===== config.mk =====
export PLATFORM = sky130hd
export DESIGN_NAME = cell_aux_diag_current_config
export DESIGN_NICKNAME = d
export VERILOG_FILES = /design/src/rtl/cell_aux_diag_current_config.v /design/src/rtl/cell_channel_select.v
export VERILOG_INCLUDE_DIRS = /design/src /design/src/rtl
export SDC_FILE = /design/constraint.sdc
export NUM_CORES = 1
export LEC_CHECK = 0
export ABC_CLOCK_PERIOD_IN_PS = 1200
export BUFFER_PORTS_ARGS = -buffer_cell sky130_fd_sc_hd__buf_2
export CORE_ASPECT_RATIO = 0.7
export CORE_MARGIN = 1.5
export CORE_UTILIZATION = 44
export DETAILED_ROUTE_END_ITERATION = 12
export GPL_ROUTABILITY_DRIVEN = 1
export PLACE_DENSITY = 0.79
export SYNTH_ARGS = -nofsm -noshare
export SYNTH_HDL_FRONTEND = slang
export SYNTH_SLANG_ARGS = --single-unit

===== constraint.sdc =====
create_clock -name clk -period 1.2 [get_ports clk]
set_input_delay 0.12 -clock clk [delete_from_list [all_inputs] [get_ports clk]]
set_output_delay 0.12 -clock clk [all_outputs]
set_load 0.01 [all_outputs]

===== src/rtl/cell_aux_diag_current_map.vh =====
/*
 Register map of the cell and auxiliary test current configuration block:
 register indices, field positions, reset values and mode encodings.
 Assumes inclusion by bare name from the design files.
*/
`ifndef CELL_AUX_DIAG_CURRENT_MAP_VH
`define CELL_AUX_DIAG_CURRENT_MAP_VH

// Register indices (word addresses on the register port)
`define CELL_TEST_CURRENT_CONFIG_ADDR 8'h6c
`define AUX_TEST_CURRENT_CONFIG_ADDR  8'h6d

// Reset values
`define CELL_TEST_CURRENT_CONFIG_RST  16'h0000
`define AUX_TEST_CURRENT_CONFIG_RST   16'h0000

// Cell register fields
`define CELL_OPEN_CHECK_SELECT_BIT    15
`define CELL_TEST_EN_MSB              14
`define CELL_TEST_EN_LSB              0
`define CELL_COUNT                    15

// Aux register fields
`define AUX_TEST_EN_MSB               5
`define AUX_TEST_EN_LSB               0
`define AUX_PIN_COUNT                 4
`define SENSE_POS_BIT                 5
`define SENSE_NEG_BIT                 4

// Open-check select encodings
`define OPEN_CHECK_NORMAL             1'b0
`define OPEN_CHECK_DIAG               1'b1

// Test current direction encoding for pull-up
`define DIRECTION_PULL_UP             1'b1

`endif


===== src/rtl/cell_aux_diag_current_config.v =====
/*
 Register pair for the cell open check mode and the diagnostic test
 current source enables of the cell, auxiliary and sense amplifier inputs.
 Assumes a plain register port: one-cycle strobes, read data a cycle later.
 Level, direction, GPIO and I2C modes come from other blocks as inputs.
*/
// Chosen here: the plain strobed port.
`timescale 1ns/1ps
`default_nettype none
`include "cell_aux_diag_current_map.vh"

// Operation
// (RULE1) Bit 15 selects normal or open check
// (RULE2) Normal: enabled channels, standard thresholds, both sequences
// (RULE3) Open check: enabled and polarity clear only
// (RULE4) Open check: low side comparator, open thresholds
// (RULE5) Software: pull-downs on, comparator-only scan
// (RULE6) Software: pair with discharge or grounded aux
// (RULE7) Fifteen bits enable cell current sources
// (RULE8) Bits 5, 4 drive sense amp sources
// (RULE9) Sense amp sources pull-up only
// (RULE10) Bits 3 to 0 drive aux sources
// (RULE11) GPIO mode masks aux enable, readback kept
// (RULE12) I2C mode masks aux bits 1,0
// (RULE13) Unused bits read zero, ignore writes
module cell_aux_diag_current_config (
  input  wire        clk,
  input  wire        rst_n,
  input  wire [7:0]  regAddr,
  input  wire [15:0] regWriteData,
  input  wire        regWrite,
  input  wire        regRead,
  output reg  [15:0] regReadData,
  input  wire [14:0] cellMeasureEnable,
  input  wire [14:0] cellPolaritySelect,
  input  wire [5:0]  auxGpioEnable,
  input  wire        auxI2cEnable,
  input  wire [9:0]  testCurrentLevelIn,
  input  wire        testCurrentDirectionIn,
  output wire        cellOpenCheckSelect,
  output wire [14:0] cellChannelMeasure,
  output wire        comparatorLowSideOnly,
  output wire        openThresholdSetSelect,
  output wire        adcSequenceEnable,
  output reg  [14:0] cellSourceOn,
  output reg  [3:0]  auxSourceOn,
  output reg         sensePosSourceOn,
  output reg         senseNegSourceOn,
  output reg  [9:0]  testCurrentLevel,
  output reg  [3:0]  auxSourcePullUp,
  output reg         senseSourcePullUp
);

  reg         openCheck;
  reg  [14:0] cellTestCurrentEnable;
  reg  [5:0]  auxTestCurrentEnable;
  wire [5:0]  auxEffective;
  wire [15:0] cellWord;
  wire [15:0] auxWord;
  wire [15:0] auxResetWord;

  // Aux reset word; only its enable field is stored
  assign auxResetWord = `AUX_TEST_CURRENT_CONFIG_RST;

  ////////////////////////////////////////////////////////////////////////////
  // Register writes
  always @(posedge clk) begin
    if (!rst_n) begin
      {openCheck, cellTestCurrentEnable} <= `CELL_TEST_CURRENT_CONFIG_RST;
      auxTestCurrentEnable  <= auxResetWord[`AUX_TEST_EN_MSB:`AUX_TEST_EN_LSB];
    end else if (regWrite) begin
      if (regAddr == `CELL_TEST_CURRENT_CONFIG_ADDR) begin
        openCheck             <= regWriteData[`CELL_OPEN_CHECK_SELECT_BIT]; // [RULE1]
        cellTestCurrentEnable <= regWriteData[`CELL_TEST_EN_MSB:`CELL_TEST_EN_LSB];
      end else if (regAddr == `AUX_TEST_CURRENT_CONFIG_ADDR) begin
        auxTestCurrentEnable  <= regWriteData[`AUX_TEST_EN_MSB:`AUX_TEST_EN_LSB]; // [RULE13]
      end
    end
  end

  ////////////////////////////////////////////////////////////////////////////
  // Readback shows the stored value, not the gated one
  assign cellWord = {openCheck, cellTestCurrentEnable};
  assign auxWord  = {10'h000, auxTestCurrentEnable}; // [RULE11] [RULE12] [RULE13]

  always @(posedge clk) begin
    if (!rst_n) begin
      regReadData <= 16'h0000;
    end else if (regRead) begin
      if (regAddr == `CELL_TEST_CURRENT_CONFIG_ADDR) begin
        regReadData <= cellWord;
      end else if (regAddr == `AUX_TEST_CURRENT_CONFIG_ADDR) begin
        regReadData <= auxWord;
      end else begin
        regReadData <= 16'h0000; // Unmapped addresses read zero
      end
    end else begin
      regReadData <= 16'h0000;
    end
  end

  ////////////////////////////////////////////////////////////////////////////
  // Gating of aux enables by GPIO and I2C modes
  genvar k;
  generate
    for (k = 0; k < 6; k = k + 1) begin : gAux
      if (k < 2) begin : gI2c
        assign auxEffective[k] = auxTestCurrentEnable[k] & ~auxGpioEnable[k]
                               & ~auxI2cEnable; // [RULE11] [RULE12]
      end else begin : gGpio
        assign auxEffective[k] = auxTestCurrentEnable[k] & ~auxGpioEnable[k]; // [RULE11]
      end
    end
  endgenerate

  ////////////////////////////////////////////////////////////////////////////
  // Current source drive
  always @(posedge clk) begin
    if (!rst_n) begin
      cellSourceOn      <= 15'h0000;
      auxSourceOn       <= 4'h0;
      sensePosSourceOn  <= 1'b0;
      senseNegSourceOn  <= 1'b0;
      testCurrentLevel  <= 10'h000;
      auxSourcePullUp   <= 4'h0;
      senseSourcePullUp <= 1'b1;
    end else begin
      cellSourceOn      <= cellTestCurrentEnable;                   // [RULE7]
      testCurrentLevel  <= testCurrentLevelIn;                      // [RULE7] [RULE10]
      auxSourceOn       <= auxEffective[3:0];                       // [RULE10]
      auxSourcePullUp   <= {4{testCurrentDirectionIn}};             // [RULE10]
      sensePosSourceOn  <= auxEffective[`SENSE_POS_BIT];            // [RULE8]
      senseNegSourceOn  <= auxEffective[`SENSE_NEG_BIT];            // [RULE8]
      senseSourcePullUp <= `DIRECTION_PULL_UP;                      // [RULE9]
    end
  end

  ////////////////////////////////////////////////////////////////////////////
  // Channel selection and threshold control
  assign cellOpenCheckSelect = openCheck; // [RULE1]

  cell_channel_select uChan (
    .clk               (clk),
    .rst_n             (rst_n),
    .openCheck         (openCheck),
    .measureEnable     (cellMeasureEnable),
    .polaritySelect    (cellPolaritySelect),
    .channelMeasure    (cellChannelMeasure),
    .comparatorLowOnly (comparatorLowSideOnly),
    .useOpenThreshold  (openThresholdSetSelect),
    .adcSequenceEnable (adcSequenceEnable)
  );

endmodule
`default_nettype wire


===== src/rtl/cell_channel_select.v =====
/*
 Per-cell measurement qualifier and threshold selection.
 Assumes the enable and polarity masks are stable register outputs.
*/
`timescale 1ns/1ps
`default_nettype none
`include "cell_aux_diag_current_map.vh"

module cell_channel_select (
  input  wire        clk,
  input  wire        rst_n,
  input  wire        openCheck,
  input  wire [14:0] measureEnable,
  input  wire [14:0] polaritySelect,
  output reg  [14:0] channelMeasure,
  output reg         comparatorLowOnly,
  output reg         useOpenThreshold,
  output reg         adcSequenceEnable
);

  wire [14:0] next_channelMeasure;

  ////////////////////////////////////////////////////////////////////////////
  // Per channel qualifier
  genvar i;
  generate
    for (i = 0; i < `CELL_COUNT; i = i + 1) begin : gChan
      assign next_channelMeasure[i] = (openCheck == `OPEN_CHECK_DIAG) ?
        (measureEnable[i] & ~polaritySelect[i]) :    // [RULE3]
        measureEnable[i];                            // [RULE2]
    end
  endgenerate

  ////////////////////////////////////////////////////////////////////////////
  // Registered outputs
  always @(posedge clk) begin
    if (!rst_n) begin
      channelMeasure    <= 15'h0000;
      comparatorLowOnly <= 1'b0;
      useOpenThreshold  <= 1'b0;
      adcSequenceEnable <= 1'b1;
    end else begin
      channelMeasure    <= next_channelMeasure;
      comparatorLowOnly <= openCheck;  // [RULE4]
      useOpenThreshold  <= openCheck;  // [RULE4]
      adcSequenceEnable <= ~openCheck; // [RULE2] [RULE4]
    end
  end

endmodule
`default_nettype wire


# == After elaboration in Yosys (flattened, before gate mapping) ==
# Cells that the tools add are included.
# word_totals
register_bits,87
romBits,0
out_inout_bits,71
mem_bits_rw,0
mem_count,0
input_bits,76
latchBits,0
wordCells,82
# classes
shift,0
order_cmp,0
bitwise_logic,47
addsub,0
n_div,0
reduce_logical,3
multipliers,0
n_eq_ne,2
mux,17
# op_table
operator,n
$not 1->1,24
$and 1x1->1,23
$eq 8x7->1 const B,2
$mux 16,1
$mux 1,15
$mux 6,1
$reduce_and 2->1,2
$reduce_and 3->1,1

# == Logic depth before layout (Yosys ltp) ==
# depth
depth_word,3
ltp_mapped,5
ltp_nobuf,3

# == Cells and area by module ==
# From an unflattened synthesis, not the netlist that was laid out.
# unflattened
cells_unflattened,258
area_unflattened_um2,2766.4
# by_module_without_submodules
mod,area_per_inst_um2,seq_area_each_um2,n_inst,cells_per_inst
cell_aux_diag_current_config,2219.6,1401.3,1,206
cell_channel_select,546.8,340.3,1,52

# == Worst setup path before layout ==
# Ideal clock, no wire load.
# synth_path
path_type,input -> register
startpoint,input regAddr[0]
endpoint,register cellTestCurrentEnable[10]
setup_time_ns,0.120
path_buffers,2
arrival_time_ns,0.920
cell_stages,5
setup_slack_ns,0.161
required_time_ns,1.080
path_cell_list,and4bb_1 > buf_4 > nand3_4 > buf_6 > mux2i_1
# synth_via
elab_chain_cells,2
# synth_rtl
element,line_no,text
"start, declared",cell_aux_diag_current_config.v:29,"input wire [7:0] regAddr,"
$eq 8x7->1 (no line),--,
$reduce_and 2->1 (no line),--,
"end signal, assigned",cell_aux_diag_current_config.v:69,"{openCheck, cellTestCurrentEnable} <= `CELL_TEST_CURRENT_CONFIG_RST;"
"end signal, assigned",cell_aux_diag_current_config.v:74,cellTestCurrentEnable <= regWriteData[`CELL_TEST_EN_MSB:`CELL_TEST_EN_LSB];
"end, declared",cell_aux_diag_current_config.v:55,reg [14:0] cellTestCurrentEnable;
# No other way between the ends.
# A chain may end at the register's enable or synchronous reset.

# == Worst setup path in the final report ==
# layout_path
startpoint,register openCheck (netlist: cellOpenCheckSelect)
endpoint,output cellOpenCheckSelect
# layout_lines
element,line_no,text
"start, declared",cell_aux_diag_current_config.v:54,reg openCheck;
"start signal, assigned",cell_aux_diag_current_config.v:69,
"start signal, assigned",cell_aux_diag_current_config.v:73,openCheck <= regWriteData[`CELL_OPEN_CHECK_SELECT_BIT];
"end, declared",cell_aux_diag_current_config.v:40,"output wire cellOpenCheckSelect,"
# No word-level cell between the ends.

==> impl_metrics.json <==
{
  "synth_area_mm2": 0.00271,
  "nets": 527,
  "wl_um": 7240,
  "top_level_ports": 147,
  "final_layout_size_suffix_gt1_share_pct": 37.3,
  "leakagePower_nw": 2.31,
  "initial_core_util_pct": 46.4,
  "worstPathArrival_ns": 0.93,
  "grt_pass1_wl_um": 10800,
  "rsz0062_at_grt": "no",
  "met2_usage_pct": 37.6,
  "overflow": 0,
  "track_usage_pct": 21.2,
  "endpoint_kind": "output port",
  "layout_common_cells": "145 x buf_2, 87 x dfxtp_1, 53 x nand2_1, 46 x dlygate4sd3_1, 22 x mux2i_1",
  "drt_iter0_drc": 73,
  "hold_class": "in -> reg",
  "grt-busiest-layer": "met2",
  "yosysWarnings": 0,
  "port_buffers": 145,
  "setup_viol": 0,
  "met1_usage_pct": 23.3,
  "ys_seq_elements": 87,
  "area_delta_synth_final_pct": 54.1,
  "syn_inst": 258,
  "nFillCells": 436,
  "cts_made_buffers": 9,
  "insertion_delay_ns": 0.34,
  "cts_root_buf": "clkbuf_8",
  "layout_commonest_cell": "buf_2",
  "path_clk_slew_ns": 0.08,
  "die-width_um": 96.8,
  "synth_edf_count": 0,
  "synthArstFlopShare_pct": 0,
  "slew_viol_final": 0,
  "synthesis.nets": 334,
  "slowest_stage": "dfxtp_1",
  "place_inst": 468,
  "finalHoldViolCount": 0,
  "utilization_pct": 71.5,
  "grt_pass1_vias": 2280,
  "num_rows": 23,
  "drtPass1Iterations": 4,
  "maxCapViolations": 0,
  "antenna_found_initial": 0,
  "antenna_left": 0,
  "ir_drop_mv": 0.752,
  "worst_clock_skew_ns": 0.00717,
  "crit_required_ns": 1.08,
  "post_drt_via_cell_ratio": 4.49,
  "synthFlopType": "dfxtp_1",
  "syn_area_per_cell_um2": 10.5,
  "synth_cell_type_count": 22,
  "clockBufferDepth": 2,
  "p_total_w": 0.00548,
  "ys_seq_area_share_pct": 64.2,
  "critPathMaxStageDelay_ns": 0.36,
  "period_share_pct": 87.6,
  "power_density_mw_per_mm2": 1310,
  "path_delay_family": "flip-flops",
  "worst-path-buf-inv": 2,
  "num_vias": 2382,
  "worstPathMaxFanout": 3,
  "r2r_setup_slack_ns": 0.32,
  "cts_tree": "built",
  "status": "completed",
  "gp_congestion": 0.738,
  "grt_max_degree": 22,
  "grtUsageMet3_pct": 7.46,
  "cp-start-kind": "flip-flop",
  "clock-sinks": 87,
  "finalCriticalPeriod_ns": 1.05,
  "die_h_um": 68.7,
  "dieArea_mm2": 0.00665,
  "path_cells": "buf_6, buf_2",
  "crit_type": "reg -> out",
  "route.detailed.drc": 0,
  "post-dp-hpwl_um": 4460,
  "wl_per_cell_um": 13.6,
  "core_mm2": 0.00584,
  "diodes": 0,
  "fmax_mhz": 951,
  "stdcell_count": 531,
  "htreeDepth": 3
}
==> flip-flops by register name, summed over array words and instances, names as in the netlist, 4 cells and up <==
register,cells
auxTestCurrentEnable,6
testCurrentLevel,10
cellTestCurrentEnable,15
auxSourceOn,4
uChan.channelMeasure,15
cellSourceOn,15
regReadData,16
==> cell usage after synthesis (all sizes together), types with 2 or more instances <==
| cell type | number | share of area (%) |
|---|---|---|
| nand2 | 53 | 7.3 |
| nor2 | 10 | 1.4 |
| and4bb | 2 | 0.92 |
| mux2i | 22 | 8.1 |
| nor4bb | 2 | 0.74 |
| buf | 14 | 3.2 |
| dfxtp | 87 | 64 |
| a21oi | 15 | 2.8 |
| a22oi | 6 | 1.7 |
| nand3 | 3 | 1.2 |
| and2 | 21 | 4.8 |
| clkbuf | 4 | 0.55 |
| inv | 16 | 2.2 |
==> metal layers <==
layer  wire length [um]  part of all wire, %  up-vias
met2               3740                   52      101
met5                  0                    0        -
met3                419                  5.8       21
met4                199                  2.7        0
met1               2890                   40     1057
li1                   -                    -     1203
==> cells by family (layout without fill, tap and decap cells) <==
group	Yosys count	in the layout	share of synthesized area (%)
AO/OA/AOI/OAI	21	21	4.43
flip-flops	87	87	64.2
other	1	1	0.138
multiplexers	22	22	8.12
buffers and inverters	34	232	6.00
AND/OR/NAND/NOR	93	93	17.1
==> layout make-up <==
| class | count | area [um2] | area share, % |
|---|---|---|---|
| inverter | 16 | 60.1 | 1.44 |
| clock buffer | 12 | 135 | 3.23 |
| tap | 75 | 93.8 | 2.25 |
| clock inverter | 4 | 70.1 | 1.68 |
| sequential | 87 | 1740 | 41.7 |
| multi-input combinational | 137 | 808 | 19.3 |
| timing repair buffer | 200 | 1270 | 30.4 |
==> per-stage QoR <==
| step | setup TNS, ns | hold slack (ns) | setup WS, ns | instance area, um2 |
|---|---|---|---|---|
| 2_1_floorplan | 0 | 0.192 | 0.161 | 2710 |
| 3_3_place_gp | -0.424 | 0.276 | -0.0436 | 3500 |
| 3_5_place_dp | -0.609 | 0.279 | -0.0663 | 3500 |
| 4_1_cts | 0 | 0.00399 | 0.0238 | 4170 |
| 5_1_grt | 0 | 0.00156 | 0.0574 | 4180 |
| 6_report | 0 | 0.0159 | 0.148 | 4180 |
==> worst paths after layout <==
kind,start,to,cells past startpoint
worst max-delay path,cellOpenCheckSelect,cellOpenCheckSelect,2
worst min-delay path,regWriteData[10],cellTestCurrentEnable[10],3
worst max register to register,cellOpenCheckSelect,uChan.channelMeasure[10],3
worst min register to register,cellTestCurrentEnable[10],cellSourceOn[10],2
==> report_power, final <==
part / switching [W] / total [W] / internal (W)
clock: 0.000933 / 0.00210 / 0.00117
combinational: 0.000180 / 0.000438 / 0.000259
sequential: 0.0000127 / 0.00294 / 0.00293
total: 0.00113 / 0.00548 / 0.00436
==> repair_timing <==
| action | CTS | global route |
|---|---|---|
| endpoints found under the hold margin | 32 | 0 |
| setup endpoints to repair | 1 | 1 |
| buffers inserted | 0 | 1 |
| hold buffers | 46 | 0 |
| gates resized for setup | 1 | 0 |
==> worst min-delay path: cells and delay by family <==
kind / cells / cell delay (ns)
muxes: 1 / 0.05
buffers and inverters: 1 / 0.10
and+or+nand+nor: 1 / 0.05
Power figures use the tool's default switching activity.
